==> src/shared/cmt_pkg.sv <==
// Constants and types for the channel minimum tracker bank
// Summary of operation
// - Keep lowest code per channel since read
// - Read returns minimum, then rearms to ones
// - Reset leaves every minimum register all ones
// - Low bytes even from 0x88, high odd
package cmt_pkg;
   localparam int CMT_NUM_CH = 4;
   localparam int CMT_FIRST_CH = 4;
   localparam int CMT_CODE_W = 16;
   localparam logic [7:0] CMT_BASE_OFS = 8'h88;
   localparam logic [7:0] CMT_CH4_LOW_OFS = 8'h88;
   localparam logic [7:0] CMT_CH4_HIGH_OFS = 8'h89;
   localparam logic [7:0] CMT_CH5_LOW_OFS = 8'h8a;
   localparam logic [7:0] CMT_CH5_HIGH_OFS = 8'h8b;
   localparam logic [7:0] CMT_CH6_LOW_OFS = 8'h8c;
   localparam logic [7:0] CMT_CH6_HIGH_OFS = 8'h8d;
   localparam logic [7:0] CMT_CH7_LOW_OFS = 8'h8e;
   localparam logic [7:0] CMT_CH7_HIGH_OFS = 8'h8f;
   localparam int CMT_ADDR_W = 12;
   localparam logic [7:0] CMT_BYTE_RESET = 8'hff;
   localparam logic [15:0] CMT_MIN_RESET = 16'hffff;
   localparam logic [1:0] CMT_RESP_OKAY = 2'b00;
   localparam logic [1:0] CMT_RESP_SLVERR = 2'b10;
   localparam logic [1:0] CMT_RESP_DECERR = 2'b11;
   localparam logic [31:0] CMT_RDATA_RESET = 32'h0000_0000;
endpackage : cmt_pkg

==> src/shared/cmt_rd_if.sv <==
// Read-clear request carrier between the bus slave and the tracker bank
`timescale 1ns/1ps
interface cmt_rd_if;
   import cmt_pkg::*;
   logic rd_en;
   logic [2:0] rd_idx;
   logic [7:0] rd_byte;
   modport slave (output rd_en, output rd_idx, input rd_byte);
   modport bank (input rd_en, input rd_idx, output rd_byte);
endinterface : cmt_rd_if

==> src/design/cmt_top.sv <==
// Channel minimum tracker bank with AXI4-Lite register slave
//
// Decided for this implementation: the AXI4-Lite register port.
`timescale 1ns/1ps
module cmt_top
   import cmt_pkg::*;
(
   // Clock and reset
   input wire logic clk_i,
   input wire logic arst_n_i,
   // Conversion results from the converter datapath, same clock
   input wire logic res_valid_i,
   input wire logic [1:0] res_ch_i,
   input wire logic [CMT_CODE_W-1:0] res_code_i,
   // AXI4-Lite write address
   input wire logic s_axi_awvalid_i,
   output logic s_axi_awready_o,
   input wire logic [CMT_ADDR_W-1:0] s_axi_awaddr_i,
   // AXI4-Lite write data
   input wire logic s_axi_wvalid_i,
   output logic s_axi_wready_o,
   input wire logic [31:0] s_axi_wdata_i,
   input wire logic [3:0] s_axi_wstrb_i,
   // AXI4-Lite write response
   output logic s_axi_bvalid_o,
   input wire logic s_axi_bready_i,
   output logic [1:0] s_axi_bresp_o,
   // AXI4-Lite read address
   input wire logic s_axi_arvalid_i,
   output logic s_axi_arready_o,
   input wire logic [CMT_ADDR_W-1:0] s_axi_araddr_i,
   // AXI4-Lite read data
   output logic s_axi_rvalid_o,
   input wire logic s_axi_rready_i,
   output logic [31:0] s_axi_rdata_o,
   output logic [1:0] s_axi_rresp_o
);
   cmt_rd_if rd_bus ();

   logic aw_got_ff, nxt_aw_got;
   logic w_got_ff, nxt_w_got;
   logic [CMT_ADDR_W-1:0] awaddr_ff, nxt_awaddr;
   logic bvalid_ff, nxt_bvalid;
   logic [1:0] bresp_ff, nxt_bresp;
   logic awready_ff, nxt_awready;
   logic wready_ff, nxt_wready;
   logic arready_ff, nxt_arready;
   logic rvalid_ff, nxt_rvalid;
   logic [31:0] rdata_ff, nxt_rdata;
   logic [1:0] rresp_ff, nxt_rresp;
   logic rd_hit;
   logic ar_take;

   assign s_axi_awready_o = awready_ff;
   assign s_axi_wready_o = wready_ff;
   assign s_axi_bvalid_o = bvalid_ff;
   assign s_axi_bresp_o = bresp_ff;
   assign s_axi_arready_o = arready_ff;
   assign s_axi_rvalid_o = rvalid_ff;
   assign s_axi_rdata_o = rdata_ff;
   assign s_axi_rresp_o = rresp_ff;

   // Word address index 0x88..0x8f maps to byte addresses 0x220..0x23c
   function automatic logic map_hit(input logic [CMT_ADDR_W-1:0] a);
      logic [CMT_ADDR_W-1:0] base;
      base = {2'b00, CMT_BASE_OFS, 2'b00};
      return (a[CMT_ADDR_W-1:5] == base[CMT_ADDR_W-1:5]) && (a[1:0] == 2'b00);
   endfunction : map_hit

   // Write channel: registers are read-only, so writes only get an answer
   always_comb begin
      nxt_aw_got = aw_got_ff;
      nxt_w_got = w_got_ff;
      nxt_awaddr = awaddr_ff;
      nxt_bvalid = bvalid_ff;
      nxt_bresp = bresp_ff;
      if (s_axi_awvalid_i && awready_ff) begin
         nxt_aw_got = 1'b1;
         nxt_awaddr = s_axi_awaddr_i;
      end
      if (s_axi_wvalid_i && wready_ff) begin
         nxt_w_got = 1'b1;
      end
      if (bvalid_ff && s_axi_bready_i) begin
         nxt_bvalid = 1'b0;
      end
      if (nxt_aw_got && nxt_w_got && !bvalid_ff) begin
         nxt_aw_got = 1'b0;
         nxt_w_got = 1'b0;
         nxt_bvalid = 1'b1;
         // Data never reaches the trackers; mapped writes draw SLVERR
         nxt_bresp = map_hit(nxt_awaddr) ? CMT_RESP_SLVERR : CMT_RESP_DECERR;
      end
      nxt_awready = !nxt_aw_got && !nxt_bvalid;
      nxt_wready = !nxt_w_got && !nxt_bvalid;
   end

   always_ff @(posedge clk_i or negedge arst_n_i) begin
      if (!arst_n_i) begin
         aw_got_ff <= 1'b0;
         w_got_ff <= 1'b0;
         awaddr_ff <= '0;
         bvalid_ff <= 1'b0;
         bresp_ff <= CMT_RESP_OKAY;
         awready_ff <= 1'b0;
         wready_ff <= 1'b0;
      end else begin
         aw_got_ff <= nxt_aw_got;
         w_got_ff <= nxt_w_got;
         awaddr_ff <= nxt_awaddr;
         bvalid_ff <= nxt_bvalid;
         bresp_ff <= nxt_bresp;
         awready_ff <= nxt_awready;
         wready_ff <= nxt_wready;
      end
   end

   // Read channel: the read itself clears the addressed tracker pair
   always_comb begin
      ar_take = s_axi_arvalid_i && arready_ff;
      rd_hit = map_hit(s_axi_araddr_i);
      rd_bus.rd_idx = s_axi_araddr_i[4:2];
      rd_bus.rd_en = ar_take && rd_hit;
      nxt_rvalid = rvalid_ff;
      nxt_rdata = rdata_ff;
      nxt_rresp = rresp_ff;
      if (rvalid_ff && s_axi_rready_i) begin
         nxt_rvalid = 1'b0;
      end
      if (ar_take) begin
         nxt_rvalid = 1'b1;
         nxt_rdata = rd_hit ? {24'h00_0000, rd_bus.rd_byte} : CMT_RDATA_RESET;
         nxt_rresp = rd_hit ? CMT_RESP_OKAY : CMT_RESP_DECERR;
      end
      nxt_arready = !nxt_rvalid && !ar_take;
   end

   always_ff @(posedge clk_i or negedge arst_n_i) begin
      if (!arst_n_i) begin
         rvalid_ff <= 1'b0;
         rdata_ff <= CMT_RDATA_RESET;
         rresp_ff <= CMT_RESP_OKAY;
         arready_ff <= 1'b0;
      end else begin
         rvalid_ff <= nxt_rvalid;
         rdata_ff <= nxt_rdata;
         rresp_ff <= nxt_rresp;
         arready_ff <= nxt_arready;
      end
   end

   cmt_track_bank #(
      .NUM_CH(CMT_NUM_CH),
      .CODE_W(CMT_CODE_W)
   ) u_bank (
      .clk_i(clk_i),
      .arst_n_i(arst_n_i),
      .res_valid_i(res_valid_i),
      .res_ch_i(res_ch_i),
      .res_code_i(res_code_i),
      .rd(rd_bus.bank)
   );
endmodule : cmt_top

==> src/design/cmt_track_bank.sv <==
// Per-channel lowest code trackers with read-and-rearm
`timescale 1ns/1ps
module cmt_track_bank
   import cmt_pkg::*;
#(
   parameter int NUM_CH = CMT_NUM_CH,
   parameter int CODE_W = CMT_CODE_W
) (
   // Clock and reset
   input wire logic clk_i,
   input wire logic arst_n_i,
   // Conversion results
   input wire logic res_valid_i,
   input wire logic [1:0] res_ch_i,
   input wire logic [CODE_W-1:0] res_code_i,
   // Read side
   cmt_rd_if.bank rd
);
   logic [CODE_W-1:0] min_ff [NUM_CH];
   logic [CODE_W-1:0] nxt_min [NUM_CH];

   // Combinational read byte; the bus slave latches it in the same cycle as rd_en
   always_comb begin
      rd.rd_byte = min_ff[rd.rd_idx[2:1]][8*rd.rd_idx[0] +: 8];
   end

   genvar g;
   generate
      for (g = 0; g < NUM_CH; g++) begin : g_ch
         logic hit_rd;
         logic hit_res;
         always_comb begin
            hit_rd = rd.rd_en && (rd.rd_idx[2:1] == 2'(g));
            hit_res = res_valid_i && (res_ch_i == 2'(g));
            nxt_min[g] = min_ff[g];
            // Rearm covers the whole pair; a result in the same cycle then seeds it
            if (hit_rd) begin
               nxt_min[g] = CMT_MIN_RESET;
            end
            if (hit_res && (res_code_i < nxt_min[g])) begin
               nxt_min[g] = res_code_i;
            end
         end
         always_ff @(posedge clk_i or negedge arst_n_i) begin
            if (!arst_n_i) begin
               min_ff[g] <= CMT_MIN_RESET;
            end else begin
               min_ff[g] <= nxt_min[g];
            end
         end
      end
   endgenerate
endmodule : cmt_track_bank

==> config.mk <==
export PLATFORM = sky130hd
export DESIGN_NAME = cmt_top
export DESIGN_NICKNAME = d
export VERILOG_FILES = /design/src/shared/cmt_pkg.sv /design/src/shared/cmt_rd_if.sv /design/src/design/cmt_top.sv /design/src/design/cmt_track_bank.sv
export SDC_FILE = /design/constraint.sdc
export NUM_CORES = 1
export LEC_CHECK = 0
export BUFFER_PORTS_ARGS = -buffer_cell sky130_fd_sc_hd__buf_2
export CAP_MARGIN = 15
export CORE_AREA = 2 2 113 115
export DETAILED_ROUTE_END_ITERATION = 10
export DIE_AREA = 0 0 115 117
export PLACE_DENSITY = 0.69
export SYNTH_ARGS = -nofsm -noshare
export SYNTH_HDL_FRONTEND = slang
export SYNTH_SLANG_ARGS = --single-unit
export TNS_END_PERCENT = 10
==> constraint.sdc <==
create_clock -name clk_i -period 8.3 [get_ports clk_i]
set_clock_uncertainty 0.15 [all_clocks]
set_input_delay 1.245 -clock clk_i [delete_from_list [all_inputs] [get_ports clk_i]]
set_output_delay 1.245 -clock clk_i [all_outputs]
set_load 0.03 [all_outputs]
==> results of run 1 <==
-- critical path: cells and delay by family --
| family | cells | cell delay (ns) |
|---|---|---|
| compound gates | 4 | 1.51 |
| fa+ha+maj | 1 | 0.36 |
| buf+inv | 2 | 0.40 |
| simple gates | 5 | 2.42 |
-- cell families (layout without fill, tap and decap cells) --
logic type	after synthesis	in the layout
AOI/OAI and AO/OA	141	141
adders and majority gates	60	60
buffers and inverters	69	104
DFF	91	91
muxes	33	33
other	1	24
and+or+nand+nor	147	147
-- registers in the layout, summed over array words and instances (netlist names) --
register	cells
u_bank.min_ff	64
awaddr_ff	9
s_axi_rdata_o	8
s_axi_bresp_o	2
aw_got_ff	1
s_axi_arready_o	1
s_axi_awready_o	1
s_axi_bvalid_o	1
s_axi_rresp_o	1
s_axi_rvalid_o	1
s_axi_wready_o	1
w_got_ff	1
-- metrics by stage --
| stage | hold slack [ns] | worst slack [ns] | std cells | power (uW) | instance area (um^2) |
|---|---|---|---|---|---|
| after global routing | 0.358 | 2.22 | 750 | 2370 | 6560 |
| after CTS | 0.330 | 2.51 | 750 | 2220 | 6560 |
| after detailed placement | 0.311 | 2.17 | 734 | 1800 | 6260 |
| after global placement | 0.300 | 2.29 | 734 | 1740 | 6260 |
| final | 0.327 | 2.48 | 750 | 2220 | 6560 |
| after floorplan | 0.321 | 3.33 | 565 | 1540 | 5990 |
-- layout make-up --
cell class	instances	area [um^2]	area share, %
clock inverter	2	35.0	0.534
tap	150	188	2.86
inverter	16	60.1	0.916
multi-input combinational	405	3270	49.8
timing repair buffer	72	385	5.88
sequential	91	2360	36.0
clock buffer	14	264	4.03
-- report_power, final --
group          internal, uW  total [uW]  leakage (uW)  switching [uW]
Clock                   250         418      0.000147             168
Combinational           454         896       0.00167             442
Sequential              750         908       0.00101             158
Total                  1450        2220       0.00282             768
-- worst min path at each step --
stage,start,slack (ns),end
after floorplan,awaddr_ff[5],0.32,awaddr_ff[5]
after detailed placement,s_axi_bresp_o[1],0.31,s_axi_bresp_o[1]
final,s_axi_rdata_o[0],0.33,s_axi_rdata_o[0]
after global routing,s_axi_bresp_o[1],0.36,s_axi_bresp_o[1]
after CTS,s_axi_rdata_o[0],0.33,s_axi_rdata_o[0]
after global placement,s_axi_bresp_o[1],0.30,s_axi_bresp_o[1]
-- placed cells by master, fill, tap and decap left out, types with 21 or more instances in the layout --
cell type | netlist | layout
conb_1 | 1 | 24
ha_1 | 60 | 60
o32a_1 | 64 | 64
nand2_1 | 24 | 24
buf_2 | 15 | 62
dfstp_2 | 64 | 64
nor2_1 | 69 | 69
a21oi_1 | 21 | 21
dfrtp_1 | 27 | 27
o21ai_0 | 21 | 21
-- routing by layer --
| metal | vias up | global-route usage, % |
|---|---|---|
| li1 | 2168 | - |
| met1 | 2366 | 29.8 |
| met2 | 165 | 41.5 |
| met3 | 36 | 4.63 |
| met4 | 0 | 12.6 |
| met5 | - | 0 |
==> reports/results.tsv, run 1 <==
metric	value	unit
worst reg2reg path endpoint	u_bank.min_ff[40]	
initial antenna violation count	0	
mux cell area share after synthesis	9.18	%
Synth Area in Simple Gates	12.4	%
Die W	115	um
Max Clk Rate	172	MHz
CP Capture Point	u_bank.min_ff[40]	
total die area	0.0135	mm^2
Max stage delay cell, worst path	nor3b_4	
reg2reg start	s_axi_arready_o	
Synth Area in XOR/XNOR	0	%
critical path arrival	5.95	ns
cell taking the most area after synthesis	dfstp_2	
largest family of logic cells by synthesized area	compound AO/OA/AOI/OAI gates	
Critical Path Start	s_axi_araddr_i[6]	
antenna-violating nets left	0	
fin nets	741	
post-synthesis instance area	0.00590	mm^2
max_cap viols	0	
CTS root buf	clkbuf_16	
max layer used	met4	
core area	0.0123	mm^2
initial core utilization	47.9	%
Post-CTS Setup Bufs	0	
largest net degree at the start of global routing	59	
most used cell, CP	o21ai_0	
R2R depth	11	
filler instances	1082	
CTS tree	built	
Synth Area in Adders	12.7	%
DPL Wire Length	11.4	mm
Crit path required time	8.43	ns
pin slew with the least headroom to its limit	0.988	ns
Final Max Tran Viols	0	
GPL Wtd Cong	0.885	
Synth Warn #	0	
Vias	4735	
crit-path max FO	23	
delay of the slowest cell on the worst path	0.91	ns
final core utilization	53.2	%
status	finished, final reports clean	
Setup TNS	0	ns
top-count cell post-synth	nor2_1	
# port buffers	63	
sequential element share of the synthesized area	39.9	%
maximum vdd ir drop	0.168	mV
synth cell count leaders	69 x nor2_1, 64 x dfstp_2, 64 x o32a_1, 60 x ha_1, 27 x dfrtp_1	
top cell type's share of synthesized area	28.5	%
Worst setup SP type	input pin	
Final Cycle Share	70.1	%
Primary FF master, synth	dfstp_2	
syn_area_per_cell	10.9	um^2
Rows	41	
Worst slew margin	34.1	%
first-pass GRT wire length	24.6	mm
hold path depth	2	
clock-pin slew on the worst setup and hold paths	0.06	ns
# clock sinks	91	
htree depth	3	
Die Ht	117	um
hold crit path type	register to register	
met3 WL	1.03	mm
Netlist cell types	50	
Fin. Hold Viols	0	
DRT Pass-1 Iters	4	
cells along the critical path	buf_2 -> or4_4 -> or4_1 -> nor3b_4 -> nor2_1 -> ha_1 -> nand2_1 -> o21ai_0 -> o21ai_0 -> o21ai_1 -> buf_4 -> o32a_1	
PD cells	339	mW/mm^2
gr ovfl total	0	
ranking of synthesized cells by area	dfstp_2 28%, ha_1 13%, dfrtp_1 11%	
EDFF count, synth	0	
Setup CP Type	input pin to register	
WL met1	6.28	mm
GRT Total Usage	24.4	%
ys async rst share	100	%
crit path time final	5.82	ns
Synth Area in Compound Gates	19.1	%
CTS Buffer Depth	2	
final setup violating endpoints	0	
leakage	0.00282	uW
RSZ-0062 raised after global routing	no	
CTS Buf Count	9	
Mapped Cells	542	
met2 WL	7.81	mm
Iter 0 DRT Violations	324	
drt drc	0	
endpoint class of the critical path	register	
flop-to-flop setup slack	3.31	ns
hold buffers post-CTS	0	
via/cell ratio	6.31	
I/O pin count	127	
vias in the first global route	4776	
Resized Gates After CTS	0	
register bit total from synthesis	91	
per-cell routed wire length	20.8	um
total wire length	15.6	mm
Inserted Diodes	0	
worst-skew pair later-pin latency	0.35	ns
layout cells sized above 1	30.3	%
Area Growth Syn to Fin	11.1	%
Note: power is estimated with default switching activity, not from simulation.
==> inputs of run 2 (changes only) <==
Settings changed: PLACE_DENSITY 0.69 to 0.72.
Clock period 8.3 ns to 4.82 ns, I/O delays scaled along.
==> reports/results.tsv, run 2 (synthesis gave the netlist of run 1 again) <==
metric	value	unit	change
status	finished, final reports clean		
total wire length	14.2	mm	-8.8%
layout cells sized above 1	31.6	%	+1.3 points
combinational share of power	39.6	%	-0.7 points
GRT Total Usage	22.2	%	-2.3 points
Buf/Inv on CP	2		unchanged
CTS Buf Count	9		unchanged
gr ovfl total	0		unchanged
Fin. Hold Viols	0		unchanged
hold buffers post-CTS	0		unchanged
Inserted Diodes	0		unchanged
Post-CTS Setup Bufs	0		unchanged
initial core utilization	47.9	%	unchanged
Area Growth Syn to Fin	13.1	%	
Min Hold Slack	0.322	ns	-0.00506 ns
core area	0.0123	mm^2	unchanged
Clock Power Share	18.9	%	about the same
Crit path required time	4.95	ns	-3.48 ns
pin slew with the least headroom to its limit	1.09	ns	+0.104 ns
most common cell after layout, fill and taps aside	nor2_1		
largest net degree at the start of global routing	66		+12%
Largest delay share family, worst path	compound AO/OA/AOI/OAI gates		
Die W	115	um	unchanged
P_int	2500	uW	+72%
CTS tree	built		
Worst setup SP type	input pin		
placed instance area	0.00636	mm^2	+1.7%
critical path arrival	4.64	ns	-1.31 ns
most frequent cells in the layout	69 x nor2_1, 64 x o32a_1, 64 x dfstp_2		
Resized Gates After CTS	0		unchanged
max_cap viols	0		unchanged
final setup violating endpoints	0		unchanged
via/cell ratio	6.08		-3.6%
Final Max Tran Viols	0		unchanged
endpoint class of the critical path	register		
Iter 0 DRT Violations	308		-4.9%
# clock sinks	91		unchanged
Setup CP Type	input pin to register		
cells along the critical path	buf_2 -> or4_4 -> or4_1 -> buf_4 -> nor3_4 -> nor2_1 -> ha_1 -> a21oi_1 -> o21ai_0 -> o2111ai_1 -> o21ai_1 -> o32a_1		
antenna-violating nets left	0		unchanged
Switch Pwr	1320	uW	+72%
vias in the first global route	4430		-7.2%
Design Area, Final	0.00667	mm^2	+1.8%
clock-pin slew on the worst setup and hold paths	0.06	ns	about the same
fin nets	748		+0.94%
crit path time final	4.51	ns	
# port buffers	63		unchanged
CTS Buffer Depth	2		unchanged
PD cells	572	mW/mm^2	+69%
Final Cycle Share	93.6	%	
Worst slew margin	26.7	%	-7.4 points
Max stage delay cell, worst path	o21ai_1		
filler instances	1070		-1.1%
Rows	41		unchanged
initial antenna violation count	0		unchanged
hold crit path type	register to register		
htree depth	3		unchanged
Biggest register	u_bank.min_ff		
total die area	0.0135	mm^2	unchanged
Reg power frac	41.5	%	+0.6 points
number of flip-flops in the largest register	64		unchanged
GPL Wtd Cong	0.911		+2.9%
Power, Total	3810	uW	+72%
flop-to-flop setup slack	0.86	ns	-2.45 ns
Max Clk Rate	222	MHz	
DRT Pass-1 Iters	4		unchanged
worst-skew pair later-pin latency	0.35	ns	about the same
Vias	4606		-2.7%
per-cell routed wire length	18.8	um	-9.6%
delay of the slowest cell on the worst path	0.90	ns	about the same
CTS root buf	clkbuf_16		
leakage	0.00287	uW	+1.8%
DPL Wire Length	10.8	mm	-5.9%
Sw Ratio	34.6	%	about the same
pre-CTS setup slack	-0.0230	ns	-2.19 ns
worst setup margin	0.308	ns	-2.18 ns
maximum vdd ir drop	0.316	mV	+87%
first-pass GRT wire length	22.8	mm	-7.3%
RSZ-0062 raised after global routing	no		
final core utilization	54.2	%	+0.96 points
crit-path max FO	16		-30%
I/O pin count	127		unchanged
drt drc	0		unchanged
Die Ht	117	um	unchanged
## run 2: path summary, 6_finish.rpt
path | cells past startpoint | end | from
setup / recovery | 12 | u_bank.min_ff[50] | s_axi_araddr_i[6]
hold / removal | 2 | s_axi_rdata_o[2] | s_axi_rdata_o[2]
setup reg to reg | 11 | u_bank.min_ff[50] | s_axi_arready_o
hold reg to reg | 2 | s_axi_rdata_o[2] | s_axi_rdata_o[2]
max in group asynchronous | 2 | u_bank.min_ff[16] | arst_n_i
min in group asynchronous | 1 | s_axi_rdata_o[6] | arst_n_i
## run 2: metrics by stage
stage / setup TNS [ns] / cells
2_1_floorplan: 0 / 565
3_3_place_gp: 0 / 740
3_5_place_dp: -0.155 / 740
4_1_cts: 0 / 756
5_1_grt: 0 / 757
6_report: 0 / 757
## run 2: power by group through the flow
stage / sequential, uW / clock, uW / combinational (uW)
after floorplan: 1500 / 0 / 1160
after global placement: 1550 / 0 / 1420
after detailed placement: 1580 / 0 / 1500
after CTS: 1570 / 738 / 1510
after global routing: 1630 / 771 / 1680
final: 1580 / 722 / 1510
## run 2: layer usage
layer | vias up | routed length, um | track usage, %
li1 | 2186 | - | -
met1 | 2281 | 6370 | 29.7
met2 | 123 | 6960 | 36.7
met3 | 16 | 679 | 3.66
met4 | 0 | 231 | 7.63
met5 | - | 0 | 0
## run 2: layout make-up
type / instances / area, um^2 / share of cell area (%)
multi-input combinational: 405 / 3270 / 48.9
sequential: 91 / 2360 / 35.3
timing repair buffer: 79 / 500 / 7.50
clock buffer: 10 / 239 / 3.58
tap: 150 / 188 / 2.81
clock inverter: 6 / 62.6 / 0.938
inverter: 16 / 60.1 / 0.900
## run 2: worst min-delay path, cell delays in order (launching register included)
cell and delay, ns:
dfrtp_1 0.34, nand2_1 0.04, o21ai_0 0.06
